<file path="src/design/mbg_consts.vh">
// timing constants for the plate bracket gate sequencer
// assumes a 100 MHz system clock; times in ns, counts derived from the period
`ifndef MBG_CONSTS_VH
`define MBG_CONSTS_VH
`define MBG_CLK_PERIOD_NS 10
`define MBG_PLATE_LEAD_NS 35
`define MBG_PLATE_TAIL_NS 1000
`define MBG_MIN_DELAY_BRK_NS 35
`define MBG_MIN_DELAY_PLAIN_NS 25
`define MBG_BRK_EXTRA_NS 10
`define MBG_REF_DELAY_NS 12
`define MBG_PERIOD_BRK_NS 160000
`define MBG_PERIOD_PLAIN_NS 1000
// least times round up, longest round down
`define MBG_PLATE_LEAD_CYC ((`MBG_PLATE_LEAD_NS + `MBG_CLK_PERIOD_NS - 1) / `MBG_CLK_PERIOD_NS)
`define MBG_PLATE_TAIL_CYC (`MBG_PLATE_TAIL_NS / `MBG_CLK_PERIOD_NS)
`define MBG_MIN_DELAY_BRK_CYC ((`MBG_MIN_DELAY_BRK_NS + `MBG_CLK_PERIOD_NS - 1) / `MBG_CLK_PERIOD_NS)
`define MBG_MIN_DELAY_PLAIN_CYC ((`MBG_MIN_DELAY_PLAIN_NS + `MBG_CLK_PERIOD_NS - 1) / `MBG_CLK_PERIOD_NS)
`define MBG_BRK_EXTRA_CYC ((`MBG_BRK_EXTRA_NS + `MBG_CLK_PERIOD_NS - 1) / `MBG_CLK_PERIOD_NS)
`define MBG_REF_DELAY_CYC (`MBG_REF_DELAY_NS / `MBG_CLK_PERIOD_NS)
`define MBG_PERIOD_BRK_CYC ((`MBG_PERIOD_BRK_NS + `MBG_CLK_PERIOD_NS - 1) / `MBG_CLK_PERIOD_NS)
`define MBG_PERIOD_PLAIN_CYC ((`MBG_PERIOD_PLAIN_NS + `MBG_CLK_PERIOD_NS - 1) / `MBG_CLK_PERIOD_NS)
`define MBG_CNT_W 16
`endif

</file>
<file path="src/design/mbg_sync.v">
// two-stage synchroniser for one level from outside the clock domain
// assumes the input is asynchronous to clk
`timescale 1ns/1ps
module mbg_sync
(
    input wire clk,      // system clock
    input wire sys_rst,  // sync reset, high
    input wire d_in,     // async level
    output reg d_out     // synchronised level
);
    reg meta_r;

    always @(posedge clk)
    begin
        if (sys_rst)
        begin
            meta_r <= 1'b0;
            d_out <= 1'b0;
        end
        else
        begin
            meta_r <= d_in;
            d_out <= meta_r;
        end
    end
endmodule

</file>
<file path="src/design/mbg_gate_seq.v">
// gate sequencer: trigger edge to photocathode gate, plate bracket and timing reference
// assumes trigger, bracket setting and generation strap come from pins (synchronised here)
// Summary of operation
// - bracketing: plate off except around each gate
// - plate turns on 40 ns (4 cycles, 35 ns rounded up) before gate
// - plate stays on 1 us after gate
// - bracket trigger-to-gate delay never below 35 ns
// - bracketing adds 10 ns to gate path
// - repetition capped 6.25 kHz bracketed, 1 MHz otherwise
// - timing reference follows trigger after about 12 ns
// - bracket placed automatically, no user timing
// - third generation tube: bracket setting ignored
`timescale 1ns/1ps
`include "mbg_consts.vh"
module mbg_gate_seq
#(
    parameter CNT_W = `MBG_CNT_W,
    parameter PERIOD_BRK_CYC = `MBG_PERIOD_BRK_CYC
)
(
    input wire clk,                          // 100 MHz clock
    input wire sys_rst,                      // sync reset, high
    input wire trig_in,                      // external trigger pin, rising edge
    input wire bracket_on,                   // host bracket setting, level
    input wire gen3_fitted,                  // strap: third generation tube fitted
    input wire [CNT_W-1:0] gate_delay,       // requested trigger-to-gate delay, cycles
    input wire [CNT_W-1:0] gate_width,       // gate width, cycles (0 treated as 1)
    output reg photocathode_gate,            // photocathode gate on
    output reg plate_bias_on,                // plate bias on
    output reg timing_reference_output,      // timing reference pulse
    output reg bracket_active,               // bracket mode in force
    output reg trig_dropped                  // pulse: trigger ignored while busy
);
    // ========================================
    // state and constants
    localparam ST_IDLE = 2'h0;
    localparam ST_DELAY = 2'h1;
    localparam ST_GATE = 2'h2;
    localparam ST_TAIL = 2'h3;
    // counts are worked out as integers, then cut to the counter width on purpose
    localparam integer LEAD_INT = `MBG_PLATE_LEAD_CYC;
    localparam integer TAIL_INT = `MBG_PLATE_TAIL_CYC;
    localparam integer MIN_BRK_INT = `MBG_MIN_DELAY_BRK_CYC;
    localparam integer MIN_PLAIN_INT = `MBG_MIN_DELAY_PLAIN_CYC;
    localparam integer EXTRA_INT = `MBG_BRK_EXTRA_CYC;
    localparam integer REF_INT = `MBG_REF_DELAY_CYC;
    localparam integer PER_PLAIN_INT = `MBG_PERIOD_PLAIN_CYC;
    localparam integer PER_BRK_INT = PERIOD_BRK_CYC;
    localparam [CNT_W-1:0] LEAD_CYC = LEAD_INT[CNT_W-1:0];
    localparam [CNT_W-1:0] TAIL_CYC = TAIL_INT[CNT_W-1:0];
    localparam [CNT_W-1:0] MIN_BRK_CYC = MIN_BRK_INT[CNT_W-1:0];
    localparam [CNT_W-1:0] MIN_PLAIN_CYC = MIN_PLAIN_INT[CNT_W-1:0];
    localparam [CNT_W-1:0] EXTRA_CYC = EXTRA_INT[CNT_W-1:0];
    // reference count must stay at least 1, the load below subtracts one
    localparam [CNT_W-1:0] REF_CYC = REF_INT[CNT_W-1:0];
    localparam [CNT_W-1:0] PER_PLAIN_CYC = PER_PLAIN_INT[CNT_W-1:0];
    localparam [CNT_W-1:0] PER_BRK_CYC = PER_BRK_INT[CNT_W-1:0];

    // ========================================
    // pin synchronisers
    wire trig_s;
    wire brk_s;
    wire gen3_s;

    mbg_sync u_sync_trig (.clk(clk), .sys_rst(sys_rst), .d_in(trig_in), .d_out(trig_s));
    mbg_sync u_sync_brk (.clk(clk), .sys_rst(sys_rst), .d_in(bracket_on), .d_out(brk_s));
    mbg_sync u_sync_gen3 (.clk(clk), .sys_rst(sys_rst), .d_in(gen3_fitted), .d_out(gen3_s));

    reg trig_d_r;
    reg [1:0] state_r;
    reg [1:0] state_nxt;
    reg [CNT_W-1:0] cnt_r;
    reg [CNT_W-1:0] cnt_nxt;
    reg [CNT_W-1:0] per_r;
    reg [CNT_W-1:0] per_nxt;
    reg [CNT_W-1:0] ref_r;
    reg [CNT_W-1:0] ref_nxt;
    reg mode_r;
    reg mode_nxt;
    reg ref_run_r;
    reg ref_run_nxt;

    wire trig_edge = trig_s & ~trig_d_r;
    // bracket mode only when asked and the tube is not third generation
    wire brk_req = brk_s & ~gen3_s;
    wire busy = (state_r != ST_IDLE) || (per_r != {CNT_W{1'b0}});
    wire [CNT_W-1:0] width_eff = (gate_width == {CNT_W{1'b0}}) ? {{(CNT_W-1){1'b0}}, 1'b1}
                                                               : gate_width;

    // ========================================
    // delay clamp
    // bracket path adds a fixed insertion, then the floor is the bracket minimum delay
    reg [CNT_W-1:0] dly_plain;
    reg [CNT_W-1:0] dly_eff;
    always @*
    begin
        dly_plain = (gate_delay < MIN_PLAIN_CYC) ? MIN_PLAIN_CYC : gate_delay;
        if (brk_req)
        begin
            dly_eff = dly_plain + EXTRA_CYC;
            if (dly_eff < MIN_BRK_CYC)
                dly_eff = MIN_BRK_CYC;
        end
        else
            dly_eff = dly_plain;
    end

    // ========================================
    // sequencer
    always @*
    begin
        state_nxt = state_r;
        cnt_nxt = cnt_r;
        per_nxt = (per_r != {CNT_W{1'b0}}) ? per_r - {{(CNT_W-1){1'b0}}, 1'b1} : per_r;
        mode_nxt = mode_r;
        ref_nxt = ref_r;
        ref_run_nxt = ref_run_r;
        if (ref_run_r)
        begin
            if (ref_r == {CNT_W{1'b0}})
                ref_run_nxt = 1'b0;
            else
                ref_nxt = ref_r - {{(CNT_W-1){1'b0}}, 1'b1};
        end
        if (state_r == ST_IDLE && !busy)
            mode_nxt = brk_req;
        case (state_r)
            ST_IDLE:
            begin
                if (trig_edge && !busy)
                begin
                    // repetition limit counted from the accepted trigger
                    per_nxt = (brk_req ? PER_BRK_CYC : PER_PLAIN_CYC)
                              - {{(CNT_W-1){1'b0}}, 1'b1};
                    mode_nxt = brk_req;
                    cnt_nxt = dly_eff - {{(CNT_W-1){1'b0}}, 1'b1};
                    state_nxt = ST_DELAY;
                    ref_nxt = REF_CYC - {{(CNT_W-1){1'b0}}, 1'b1};
                    ref_run_nxt = 1'b1;
                end
            end
            ST_DELAY:
            begin
                if (cnt_r == {CNT_W{1'b0}})
                begin
                    cnt_nxt = width_eff - {{(CNT_W-1){1'b0}}, 1'b1};
                    state_nxt = ST_GATE;
                end
                else
                    cnt_nxt = cnt_r - {{(CNT_W-1){1'b0}}, 1'b1};
            end
            ST_GATE:
            begin
                if (cnt_r == {CNT_W{1'b0}})
                begin
                    cnt_nxt = TAIL_CYC - {{(CNT_W-1){1'b0}}, 1'b1};
                    state_nxt = mode_r ? ST_TAIL : ST_IDLE;
                end
                else
                    cnt_nxt = cnt_r - {{(CNT_W-1){1'b0}}, 1'b1};
            end
            ST_TAIL:
            begin
                if (cnt_r == {CNT_W{1'b0}})
                    state_nxt = ST_IDLE;
                else
                    cnt_nxt = cnt_r - {{(CNT_W-1){1'b0}}, 1'b1};
            end
            default:
                state_nxt = ST_IDLE;
        endcase
    end

    // plate window derived from the sequencer alone, no user timing
    reg plate_nxt;
    always @*
    begin
        if (!mode_nxt)
            plate_nxt = 1'b1;
        else
            case (state_nxt)
                ST_DELAY: plate_nxt = (cnt_nxt < LEAD_CYC);
                ST_GATE: plate_nxt = 1'b1;
                ST_TAIL: plate_nxt = 1'b1;
                default: plate_nxt = 1'b0;
            endcase
    end

    always @(posedge clk)
    begin
        if (sys_rst)
        begin
            trig_d_r <= 1'b0;
            state_r <= ST_IDLE;
            cnt_r <= {CNT_W{1'b0}};
            per_r <= {CNT_W{1'b0}};
            ref_r <= {CNT_W{1'b0}};
            ref_run_r <= 1'b0;
            mode_r <= 1'b0;
            photocathode_gate <= 1'b0;
            plate_bias_on <= 1'b1;
            timing_reference_output <= 1'b0;
            bracket_active <= 1'b0;
            trig_dropped <= 1'b0;
        end
        else
        begin
            trig_d_r <= trig_s;
            state_r <= state_nxt;
            cnt_r <= cnt_nxt;
            per_r <= per_nxt;
            ref_r <= ref_nxt;
            ref_run_r <= ref_run_nxt;
            mode_r <= mode_nxt;
            photocathode_gate <= (state_nxt == ST_GATE);
            plate_bias_on <= plate_nxt;
            // one-cycle reference pulse at the end of the reference delay
            timing_reference_output <= ref_run_r && (ref_r == {CNT_W{1'b0}});
            bracket_active <= mode_nxt;
            trig_dropped <= trig_edge && busy;
        end
    end
endmodule

</file>
<file path="config.mk">
export PLATFORM = sky130hd
export DESIGN_NAME = mbg_gate_seq
export DESIGN_NICKNAME = d
export VERILOG_FILES = /design/src/design/mbg_sync.v /design/src/design/mbg_gate_seq.v
export VERILOG_INCLUDE_DIRS = /design/src /design/src/design
export SDC_FILE = /design/constraint.sdc
export NUM_CORES = 1
export LEC_CHECK = 0
export ABC_AREA = 1
export BUFFER_PORTS_ARGS = -buffer_cell sky130_fd_sc_hd__buf_2
export CAP_MARGIN = 20
export CORE_MARGIN = 2
export CORE_UTILIZATION = 45
export DETAILED_ROUTE_END_ITERATION = 6
export SLEW_MARGIN = 10
export SYNTH_ARGS = -nofsm -noshare
export SYNTH_HDL_FRONTEND = slang
export SYNTH_SLANG_ARGS = --single-unit
</file>
<file path="constraint.sdc">
create_clock -name clk -period 3.38 [get_ports clk]
set_input_delay 0.338 -clock clk [delete_from_list [all_inputs] [get_ports clk]]
set_output_delay 0.338 -clock clk [all_outputs]
set_load 0.01 [all_outputs]
</file>
-- After elaboration in Yosys (flattened, before gate mapping)
Index checks and enable logic that the tools add are counted.
- mux-type cells: 31
- reductions and logical operators: 14
- $lt $le $gt $ge: 3
- eq/ne operators: 6
- bitwise gates (word level): 5
- add/sub/neg operators: 7
- operator list (operator ; count):
    16-bit 2-to-1 mux ; 15
    16-bit by 1-bit subtractor with 16-bit output (second input constant) ; 5
    16-bit one-hot mux with 4 select lines ; 1
    16-bit zero test ; 3
    16-bit by 3-bit < comparator with 1-bit output (second input constant) ; 2
    16-bit by 1-bit adder with 16-bit output (second input constant) ; 1
    16-bit by 2-bit < comparator with 1-bit output (second input constant) ; 1
    16-bit nonzero test ; 1
    14-bit by 1-bit subtractor with 15-bit output (second input constant) ; 1
    14-bit 2-to-1 mux ; 1
    2-bit 2-to-1 mux ; 5
    2-bit == test (second input constant) ; 4
    2-bit one-hot mux with 4 select lines ; 1
    1-bit 2-to-1 mux ; 7
    2-bit by 1-bit == test with 1-bit output (second input constant) ; 2
    1-bit logical AND ; 4
    2-bit OR reduction ; 2
    1-bit NOT ; 3
    1-bit AND ; 2
    2-bit zero test ; 1
    1-bit one-hot mux with 2 select lines ; 1
    2-bit nonzero test ; 1
    1-bit zero test ; 1
    1-bit logical OR ; 1
- output and inout port bits: 5
- register bits: 63
- input bits: 37

-- Logic depth before layout (Yosys ltp)
Gate-level depths: netlist of run 1.
- depth in word-level cells: 11
- gate-level depth with buffers: 29
- depth with buffers taken out: 29

-- Cells and area by module
A second synthesis of run 1 with hierarchy kept.
- cell total of the unflattened synthesis: 856
- area, all modules: 5056.1 um2
- modules (own cells, without submodules) (module ; instances ; cells each ; area an instance (um2) ; sequential area each (um2)):
    mbg_gate_seq ; 1 ; 838 ; 4890.9 ; 1141.1
    mbg_sync ; 3 ; 6 ; 55.1 ; 40.0

-- Least setup slack after synthesis of run 1
Ideal clock, no wire load.
- path kind: in2reg
- start: input port gate_delay[1]
- end: register plate_bias_on
- setup slack: 415 ps
- arrival time: 2852 ps
- cell stages on the path: 28
- setup time: 113 ps
- cell sequence: nand2_1 > nand3_1 > nor2_1 > nand3_1 > nand2_1 > ha_1 > nand3_2 > nor2_4 > nand3_1 > nand2_1 > nand2_1 > nor2_1 > nand3_2 > nand2_1 > nand2_1 > inv_1 > ha_1 > nand3_2 > nor2_1 > nand2_1 > nand2_1 > nand3_1 > nand2_1 > nand2_1 > nand3_1 > nor2_1 > nand3_1 > nand2_1
- word-level cells in the longest chain between the ends: 11
- ends and longest elaborated chain (what ; line ; RTL):
    from (decl) ; mbg_gate_seq.v:26 ; input wire [CNT_W-1:0] gate_delay,
    16-bit by 2-bit < comparator with 1-bit output ; mbg_gate_seq.v:97 ; dly_plain = (gate_delay < MIN_PLAIN_CYC) ? MIN_PLAIN_CYC : gate_delay;
    16-bit 2-to-1 mux * ; mbg_gate_seq.v:97 ;
    16-bit by 1-bit adder with 16-bit output ; mbg_gate_seq.v:100 ; dly_eff = dly_plain + EXTRA_CYC;
    16-bit by 3-bit < comparator with 1-bit output ; mbg_gate_seq.v:101 ; if (dly_eff < MIN_BRK_CYC)
    16-bit 2-to-1 mux ; mbg_gate_seq.v:101 ;
    16-bit 2-to-1 mux * ; mbg_gate_seq.v:98 ; if (brk_req)
    16-bit by 1-bit subtractor with 16-bit output * ; mbg_gate_seq.v:136 ; cnt_nxt = dly_eff - {{(CNT_W-1){1'b0}}, 1'b1};
    16-bit 2-to-1 mux * ; mbg_gate_seq.v:130 ; if (trig_edge && !busy)
    16-bit one-hot mux with 4 select lines * ; mbg_gate_seq.v:127 ; case (state_r)
    16-bit by 3-bit < comparator with 1-bit output * ; mbg_gate_seq.v:182 ; ST_DELAY: plate_nxt = (cnt_nxt < LEAD_CYC);
    1-bit one-hot mux with 2 select lines * ; mbg_gate_seq.v:181 ; case (state_nxt)
    to (signal assigned) ; mbg_gate_seq.v:216 ; plate_bias_on <= plate_nxt;
    to (decl) ; mbg_gate_seq.v:29 ; output reg plate_bias_on,
Every way passes the cells marked *; elsewhere a longest branch is shown, timed or not.
A chain may end at the register's enable or synchronous reset.

-- Worst setup path in the final report of run 1
Same ends and word-level chain as after synthesis.

==> results.py, run 1 <==
metrics = {
    "min_path": {
        "worstHoldStart": "gen3_fitted",
        "whs_path_depth": 3,
        "hold_end": "u_sync_gen3.meta_r",
        "hold_class": "input pin to flip-flop",
    },
    "sta": {
        "whs_ns": 0.193,
        "setup_viol": 0,
        "max_clock_freq_ghz": 0.330,
        "rsz0062_at_grt": "false",
        "fin_ws_ns": 0.351,
        "tightest_slew_ns": 0.714,
        "period_needed_ns": 3.03,
        "fin_crit_sh": 0.896,
        "finalSetupTns_ns": 0,
        "hold_viol": 0,
        "maxSlewViolCount": 0,
        "relSlewSlack": 0.519,
        "skew_ns": 0.0139,
    },
    "power": {
        "p_leak_nw": 2.78,
        "p_sw_frac": 0.492,
        "pwr-share-comb": 0.590,
        "peakVddDrop_mv": 0.437,
        "power.total_mw": 4.29,
        "pwr_density_cell_mw_per_mm2": 743,
        "clock_power_share": 0.174,
        "pwr-share-seq": 0.236,
        "p_int_mw": 2.18,
        "switchingPower_mw": 2.11,
    },
    "synth": {
        "synth_warnings": 0,
        "yosysMostFrequentCell": "nand2_1",
        "synth_edf_count": 0,
        "yosysTopAreaCell": "dfxtp_1",
        "yosysSeqAreaShare": 0.254,
        "syn_area_per_cell_um2": 6.02,
        "synthArstFlopShare": 0,
        "ys_top_cells_by_area": "dfxtp_1 (25%), nand2_1 (14%), nor2_1 (10%)",
        "syn_nets": 873,
        "synth_top_area_share": 0.254,
        "syn-instance-count": 824,
        "ys_types": 45,
        "netlist_area_mm2": 0.00496,
        "synthFlopType": "dfxtp_1",
        "synthTopCellsByCount": "nand2_1 (181), nor2_1 (134), inv_1 (117)",
        "yosys_register_bits": 63,
    },
    "routing": {
        "drt_pre_antenna_iters": 4,
        "post_drt_wl_per_cell_um": 13.8,
        "via_count": 5395,
        "drtAntennaViolNets": 0,
        "wl_um": 14300,
        "vias_per_cell": 5.20,
        "drc_errors": 0,
        "drtIter0Drc": 357,
    },
    "floorplanning": {
        "die_x_um": 109,
        "dieHeight_um": 109,
        "row_count": 38,
        "design.portCount": 42,
        "core_region_area_mm2": 0.0108,
        "start_util": 0.460,
        "die_area_mm2": 0.0119,
    },
    "worst_setup_path": {
        "r2r_cells": 16,
        "timing.rr.start": "cnt_r[0]",
        "critPathMaxFanout": 6,
        "max_stage_delay_ns": 0.23,
        "r2r_slack_ns": 0.50,
        "crit_start": "gate_delay[1]",
        "worstPathRequired_ns": 3.68,
        "cp_common_cell": "nand2_1",
        "worstSetupStartpointType": "input pin",
        "worstPathArrival_ns": 3.33,
        "critPathCaptureType": "flip-flop",
        "crit_type": "input pin to flip-flop",
        "cp_slowest_cell": "o21ai_0",
        "r2r_end": "plate_bias_on",
    },
    "global_routing": {
        "first_global_vias": 5154,
        "met3_usage": 0.0496,
        "grt_max_degree": 42,
        "grt.overflow.total": 0,
        "grt_first_pass_wirelength_um": 23700,
        "grt_use_met2": 0.437,
        "busiest_layer": "met2",
        "grt.total_usage": 0.252,
        "use_met1": 0.309,
        "antenna_found_initial": 0,
    },
    "finish": {
        "drive_above_1_share": 0.137,
        "layout.cells.non_filler": 1038,
        "fin_util": 0.535,
        "final_nets": 942,
        "area.growth.synth_to_final_pct": 16.4,
        "fillerInstances": 1125,
        "final_area_mm2": 0.00578,
        "diodes": 0,
    },
    "cts": {
        "cts-root-buf": "clkbuf_8",
        "clk_latency_ns": 0.36,
        "post_cts_resized": 0,
        "clk_pin_slew_worst_paths_ns": 0.07,
        "cts_buffers": 9,
        "cts_max_path_buffers": 2,
        "htree_levels": 3,
        "hold_buffers": 0,
        "post_cts_buffers": 0,
        "tritoncts": "done",
        "clock_sinks": 63,
    },
    "place": {
        "gp_congestion": 0.945,
        "dp.final_hpwl_um": 11300,
        "portBuffers": 41,
        "dp_cells": 1021,
        "post_dp_cell_area_mm2": 0.00551,
        "pre_cts_ws_ns": -0.207,
    },
    "job": {
        "cap_violations": 0,
    },
    "outcome": {
        "outcome": "complete, no violations",
    },
}
-- flip-flops by register name, summed over array words and instances (netlist names), 2 cells and up --
register / count
cnt_r: 16
per_r: 16
ref_r: 16
state_r: 2
-- power by group through the flow --
stage                     combinational, mW  clock [mW]  sequential [mW]
after floorplan                        1.86           0             1.00
after global placement                 2.47           0             1.03
after detailed placement               2.49           0             1.03
after CTS                              2.51       0.766             1.01
after global routing                   2.88       0.798             1.03
final                                  2.53       0.746             1.01
-- layout by cell type, fill, tap and decap left out, drive strengths merged, types with 3 or more instances in the layout --
master / synthesis / final
nand2: 187 / 187
nor2: 145 / 146
inv: 118 / 118
buf: 3 / 72
nand3: 66 / 66
dfxtp: 63 / 63
o21ai: 47 / 47
a21oi: 46 / 46
xor2: 28 / 28
nor3: 18 / 18
nand4: 15 / 15
nor4: 15 / 15
ha: 12 / 12
clkbuf: 12 / 11
o211ai: 6 / 6
xnor2: 6 / 6
o22ai: 5 / 5
a31oi: 5 / 5
clkinv: 3 / 5
or2: 4 / 4
nand3b: 3 / 3
-- logic make-up after synthesis --
family	share of synthesized area
AOI/OAI and AO/OA	0.141
xor gates and xnor gates	0.0600
adders and majority gates	0.0303
buffers and inverters	0.104
DFF	0.254
muxes	0.00202
and+or+nand+nor	0.409
-- worst max path at each step --
stage,slack [ns],to,cells past startpoint
final,0.35,plate_bias_on,26
after floorplan,0.41,plate_bias_on,28
after global routing,0.01,plate_bias_on,28
after detailed placement,-0.21,plate_bias_on,26
after global placement,-0.08,plate_bias_on,26
after CTS,0.17,plate_bias_on,26
-- final cells by class --
cell class                 instances  area, µm²  share of cell area
clock inverter                     5       81.3              0.0141
multi-input combinational        626       3220               0.558
sequential                        63       1260               0.218
tap                              140        175              0.0303
inverter                         121        455              0.0788
timing repair buffer              72        438              0.0758
clock buffer                      11        141              0.0245
-- metal layers --
| metal | vias up | share of wire | wire length, µm |
|---|---|---|---|
| met3 | 32 | 0.045 | 647 |
| met1 | 2399 | 0.46 | 6560 |
| met5 | - | 0 | 0 |
| met2 | 144 | 0.47 | 6680 |
| met4 | 0 | 0.027 | 386 |
| li1 | 2820 | - | - |
-- critical path: cells and delay by family --
family	cells	cell delay, ns
adder cells (fa/ha/maj)	2	0.37
buffers and inverters	2	0.22
AND/OR/NAND/NOR	20	2.03
AO/OA/AOI/OAI	2	0.35
No activity file was read; power rests on OpenSTA's default activity.
==> run 2: changes to the inputs <==
- clock period: 3.38 -> 3.6 ns (I/O delays scaled with it)
==> results.py, run 2 (synthesis gave the netlist of run 1 again) <==
metrics = {
    "place": {
        "dp_cells": 996,
        "portBuffers": 41,
        "post_dp_cell_area_mm2": 0.00533,
        "dp.final_hpwl_um": 10800,
        "gp_congestion": 0.896,
    },
    "sta": {
        "fin_crit_sh": 0.905,
        "skew_ns": 0.00952,
        "relSlewSlack": 0.570,
        "max_clock_freq_ghz": 0.307,
        "period_needed_ns": 3.26,
        "setup_viol": 0,
        "tightest_slew_ns": 0.638,
        "maxSlewViolCount": 0,
        "hold_viol": 0,
    },
    "floorplanning": {
        "die_x_um": 109,
        "start_util": 0.460,
        "row_count": 38,
        "core_region_area_mm2": 0.0108,
        "dieHeight_um": 109,
        "die_area_mm2": 0.0119,
        "design.portCount": 42,
    },
    "finish": {
        "layout.cells.non_filler": 1012,
        "fin_util": 0.515,
        "final_cell_mix": "nand2_1 (181), nor2_1 (134), inv_1 (117)",
        "final_area_mm2": 0.00556,
        "reg_top3": "cnt_r: 16 flops, per_r: 16 flops, ref_r: 16 flops",
        "drive_above_1_share": 0.108,
        "final_common_cell": "nand2_1",
        "area.growth.synth_to_final_pct": 12.0,
        "diodes": 0,
        "final_nets": 917,
    },
    "power": {
        "pwr-share-comb": 0.589,
        "p_int_mw": 2.02,
        "p_sw_frac": 0.487,
        "switchingPower_mw": 1.92,
        "power.total_mw": 3.94,
        "clock_power_share": 0.170,
        "p_leak_nw": 2.66,
        "peakVddDrop_mv": 0.351,
        "pwr-share-seq": 0.242,
        "pwr_density_cell_mw_per_mm2": 709,
    },
    "global_routing": {
        "grt_first_pass_wirelength_um": 22500,
        "first_global_vias": 4801,
        "antenna_found_initial": 0,
        "grt.total_usage": 0.240,
        "grt.overflow.total": 0,
        "grt_max_degree": 42,
    },
    "outcome": {
        "outcome": "complete, no violations",
    },
    "worst_setup_path": {
        "worstPathRequired_ns": 3.90,
        "critPathMaxFanout": 6,
        "worstSetupStartpointType": "input pin",
        "crit_type": "input pin to flip-flop",
        "critPathCaptureType": "flip-flop",
        "worstPathArrival_ns": 3.55,
    },
    "routing": {
        "via_count": 5256,
        "drc_errors": 0,
        "drtIter0Drc": 337,
        "drt_pre_antenna_iters": 6,
        "post_drt_wl_per_cell_um": 13.7,
        "wl_um": 13900,
        "vias_per_cell": 5.19,
        "drtAntennaViolNets": 0,
    },
    "cts": {
        "clk_latency_ns": 0.35,
        "cts_buffers": 9,
        "post_cts_buffers": 0,
        "cts_max_path_buffers": 2,
        "clock_sinks": 63,
        "tritoncts": "done",
        "cts-root-buf": "clkbuf_8",
        "clk_pin_slew_worst_paths_ns": 0.07,
        "htree_levels": 3,
    },
    "min_path": {
        "hold_class": "input pin to flip-flop",
    },
    "job": {
        "cap_violations": 0,
    },
}
run 2: power groups by stage:
stage          Clock (mW)  Sequential (mW)  Combinational, mW
2_1_floorplan           0            0.941               1.74
3_3_place_gp            0            0.962               2.28
3_5_place_dp            0            0.965               2.29
4_1_cts             0.691            0.951               2.31
5_1_grt             0.713            0.972               2.64
6_report            0.669            0.952               2.32
run 2: final cells by class:
class,instances,area (µm²)
clock buffer,11,141
clock inverter,4,70.1
fill,1142,5240
inverter,121,455
multi-input combinational,626,3200
sequential,63,1260
tap,140,175
timing repair buffer,47,250
run 2: layer usage:
metal,vias to the layer above,global-route usage,wire length (µm)
li1,2770,-,-
met1,2332,0.304,6370
met2,139,0.416,6610
met3,15,0.0412,665
met4,0,0.0705,202
met5,-,0,0
run 2: worst paths after layout:
check                          start                 end  slack, ns  depth (start not counted)
setup / recovery       gate_delay[1]       plate_bias_on       0.34                         26
hold / removal               trig_in  u_sync_trig.meta_r       0.21                          3
setup reg to reg    u_sync_brk.d_out       plate_bias_on       0.62                         16
hold reg to reg   u_sync_trig.meta_r   u_sync_trig.d_out       0.40                          2
run 2: critical path: stages:
cell      delay [ns]
buf_2           0.12
nand2_1         0.15
nand3_1         0.11
nor2_1          0.14
nand3_1         0.10
nand2_1         0.13
ha_2            0.23
nand3_4         0.11
nor2_4          0.18
nand2_1         0.09
nand2_1         0.07
nand3_1         0.07
nor2_1          0.14
nand3_2         0.12
nand2_1         0.07
nand2_1         0.09
inv_1           0.08
ha_2            0.23
nand4_1         0.16
o21ai_0         0.20
nand3_1         0.11
o211ai_1        0.13
nand2_1         0.09
nor2_1          0.11
nand3_1         0.09
nand2_1         0.06
run 2: repair_timing:
action,CTS,global route
hold buffers,0,0
resized for setup,0,3
endpoints found under the setup margin,0,1
endpoints found under the hold margin,0,0
run 2: through the flow:
stage               setup TNS (ns)  setup WS [ns]  hold WS [ns]
floorplan                        0          0.613         0.388
global placement                 0         0.0549         0.395
detailed placement         -0.0739        -0.0739         0.395
CTS                              0          0.292         0.192
global route              -0.00101       -0.00101         0.210
finish                           0          0.342         0.214
==> run 3: changes to the inputs <==
- CORE_UTILIZATION: 45 -> 55
- CTS_BUF_LIST: not set -> sky130_fd_sc_hd__clkbuf_2 sky130_fd_sc_hd__clkbuf_4 sky130_fd_sc_hd__clkbuf_8
- PLACE_DENSITY: not set -> 0.74
==> results.py, run 3 (synthesis gave the netlist of run 1 again) <==
metrics = {
    "floorplanning": {
        "core_region_area_mm2": 0.00872,
        "design.portCount": 42,
        "die_x_um": 99.0,
        "die_area_mm2": 0.00980,
        "row_count": 34,
        "start_util": 0.569,
        "dieHeight_um": 99.0,
    },
    "power": {
        "p_leak_nw": 2.63,
        "peakVddDrop_mv": 0.354,
        "pwr_density_cell_mw_per_mm2": 695,
    },
    "routing": {
        "vias_per_cell": 5.44,
        "drtAntennaViolNets": 0,
        "wl_um": 13100,
        "top_layer_used": "met4",
        "drt_pre_antenna_iters": 5,
        "met2_length_um": 6410,
        "via_count": 5326,
        "drtIter0Drc": 205,
        "wirelength_met1_um": 5850,
        "post_drt_wl_per_cell_um": 13.4,
        "drc_errors": 0,
        "wl_met3_um": 645,
    },
    "cts": {
        "hold_buffers": 0,
        "cts-root-buf": "clkbuf_8",
        "clk_pin_slew_worst_paths_ns": 0.07,
        "tritoncts": "done",
        "htree_levels": 3,
        "clock_sinks": 63,
        "post_cts_buffers": 0,
        "post_cts_resized": 0,
        "cts_max_path_buffers": 2,
        "clk_latency_ns": 0.34,
        "cts_buffers": 9,
    },
    "worst_setup_path": {
        "critPathMaxFanout": 6,
        "cp_num_buf_inv": 2,
        "timing.rr.start": "u_sync_brk.d_out",
        "max_stage_delay_ns": 0.32,
        "r2r_end": "plate_bias_on",
        "worstSetupStartpointType": "input pin",
        "critPathCaptureType": "flip-flop",
        "worstPathRequired_ns": 3.89,
        "r2r_slack_ns": 0.64,
        "r2r_cells": 15,
        "crit_type": "input pin to flip-flop",
        "cp_slowest_cell": "nor4_2",
        "path_delay_family": "simple AND/OR/NAND/NOR gates",
        "worstPathArrival_ns": 3.45,
    },
    "place": {
        "portBuffers": 41,
        "dp_cells": 962,
        "gp_congestion": 0.936,
        "dp.final_hpwl_um": 10400,
        "post_dp_cell_area_mm2": 0.00527,
    },
    "min_path": {
        "whs_path_depth": 3,
        "worstHoldStart": "bracket_on",
        "hold_class": "input pin to flip-flop",
        "hold_end": "u_sync_brk.meta_r",
    },
    "finish": {
        "fillerInstances": 865,
        "final_nets": 915,
        "diodes": 0,
        "final_area_mm2": 0.00547,
        "layout.cells.non_filler": 979,
        "area.growth.synth_to_final_pct": 10.3,
        "reg_top3": "cnt_r: 16 flops, per_r: 16 flops, ref_r: 16 flops",
        "final_cell_mix": "nand2_1 (181), nor2_1 (133), inv_1 (117)",
        "final_common_cell": "nand2_1",
        "drive_above_1_share": 0.110,
    },
    "sta": {
        "fin_crit_sh": 0.878,
        "max_clock_freq_ghz": 0.317,
        "tightest_slew_ns": 0.755,
        "setup_viol": 0,
        "relSlewSlack": 0.491,
        "period_needed_ns": 3.16,
        "rsz0062_at_grt": "false",
        "finalSetupTns_ns": 0,
        "maxSlewViolCount": 0,
        "skew_ns": 0.0134,
        "hold_viol": 0,
    },
    "global_routing": {
        "grt_first_pass_wirelength_um": 22000,
        "grt_max_degree": 42,
        "grt.overflow.total": 0,
        "grt.total_usage": 0.270,
        "first_global_vias": 4970,
        "antenna_found_initial": 0,
    },
    "job": {
        "cap_violations": 0,
    },
    "outcome": {
        "outcome": "complete, no violations",
    },
}
## run 3: cell types whose count changed in the layout (fill, tap and decap cells not counted), sizes merged
cell | previous run | this run
clkinvlp | 0 | 1
buf | 47 | 45
clkinv | 5 | 8
clkbuf | 11 | 9
bufinv | 2 | 0
inv | 118 | 119
## run 3: worst max path at each step
stage / from / end / slack, ns / cells after the start
after floorplan: gate_delay[1] / plate_bias_on / 0.61 / 28
after global placement: gate_delay[4] / plate_bias_on / 0.09 / 25
after detailed placement: gate_delay[5] / plate_bias_on / -0.03 / 27
after CTS: gate_delay[5] / plate_bias_on / 0.32 / 26
after global routing: gate_delay[5] / plate_bias_on / 0.001 / 26
final: gate_delay[5] / plate_bias_on / 0.44 / 25
## run 3: final cells by class
| class | count | area [µm²] | share of cell area |
|---|---|---|---|
| tap | 108 | 135 | 0.0247 |
| sequential | 63 | 1260 | 0.231 |
| clock buffer | 9 | 124 | 0.0226 |
| timing repair buffer | 45 | 235 | 0.0430 |
| clock inverter | 7 | 48.8 | 0.00892 |
| multi-input combinational | 626 | 3210 | 0.587 |
| inverter | 121 | 455 | 0.0832 |
## run 3: power by group
part,switching (mW),internal [mW],total [mW]
Sequential,0.112,0.837,0.948
Clock,0.293,0.250,0.544
Combinational,1.53,0.778,2.31
Total,1.94,1.87,3.80
## run 3: worst reg2reg max path, stage by stage, from the launching register on
cell and delay, ns:
dfxtp_1 0.32, inv_1 0.06, nor2_4 0.32, clkinv_1 0.47, o21ai_0 0.75, nor2_1 0.16, nand3_1 0.13, nor2_1 0.05
nand3_1 0.07, nand3_1 0.13, nand2_1 0.09, nand2_1 0.07, nand3_1 0.08, nor2_1 0.04, nand3_1 0.07, nand2_1 0.05
## run 3: routing by layer
layer | up-vias | global-route usage
met5 | - | 0
met4 | 0 | 0.0875
met3 | 18 | 0.0468
met2 | 156 | 0.477
met1 | 2375 | 0.332
li1 | 2777 | -
## run 3: through the flow
stage | hold slack [ns] | setup slack, ns | utilization | power, mW
after detailed placement | 0.397 | -0.0341 | 0.604 | 3.23
after global routing | 0.219 | 0.00144 | 0.627 | 4.15
after global placement | 0.390 | 0.0924 | 0.604 | 3.20
final | 0.226 | 0.441 | 0.627 | 3.80
after CTS | 0.218 | 0.320 | 0.624 | 3.79
after floorplan | 0.388 | 0.613 | - | 2.68
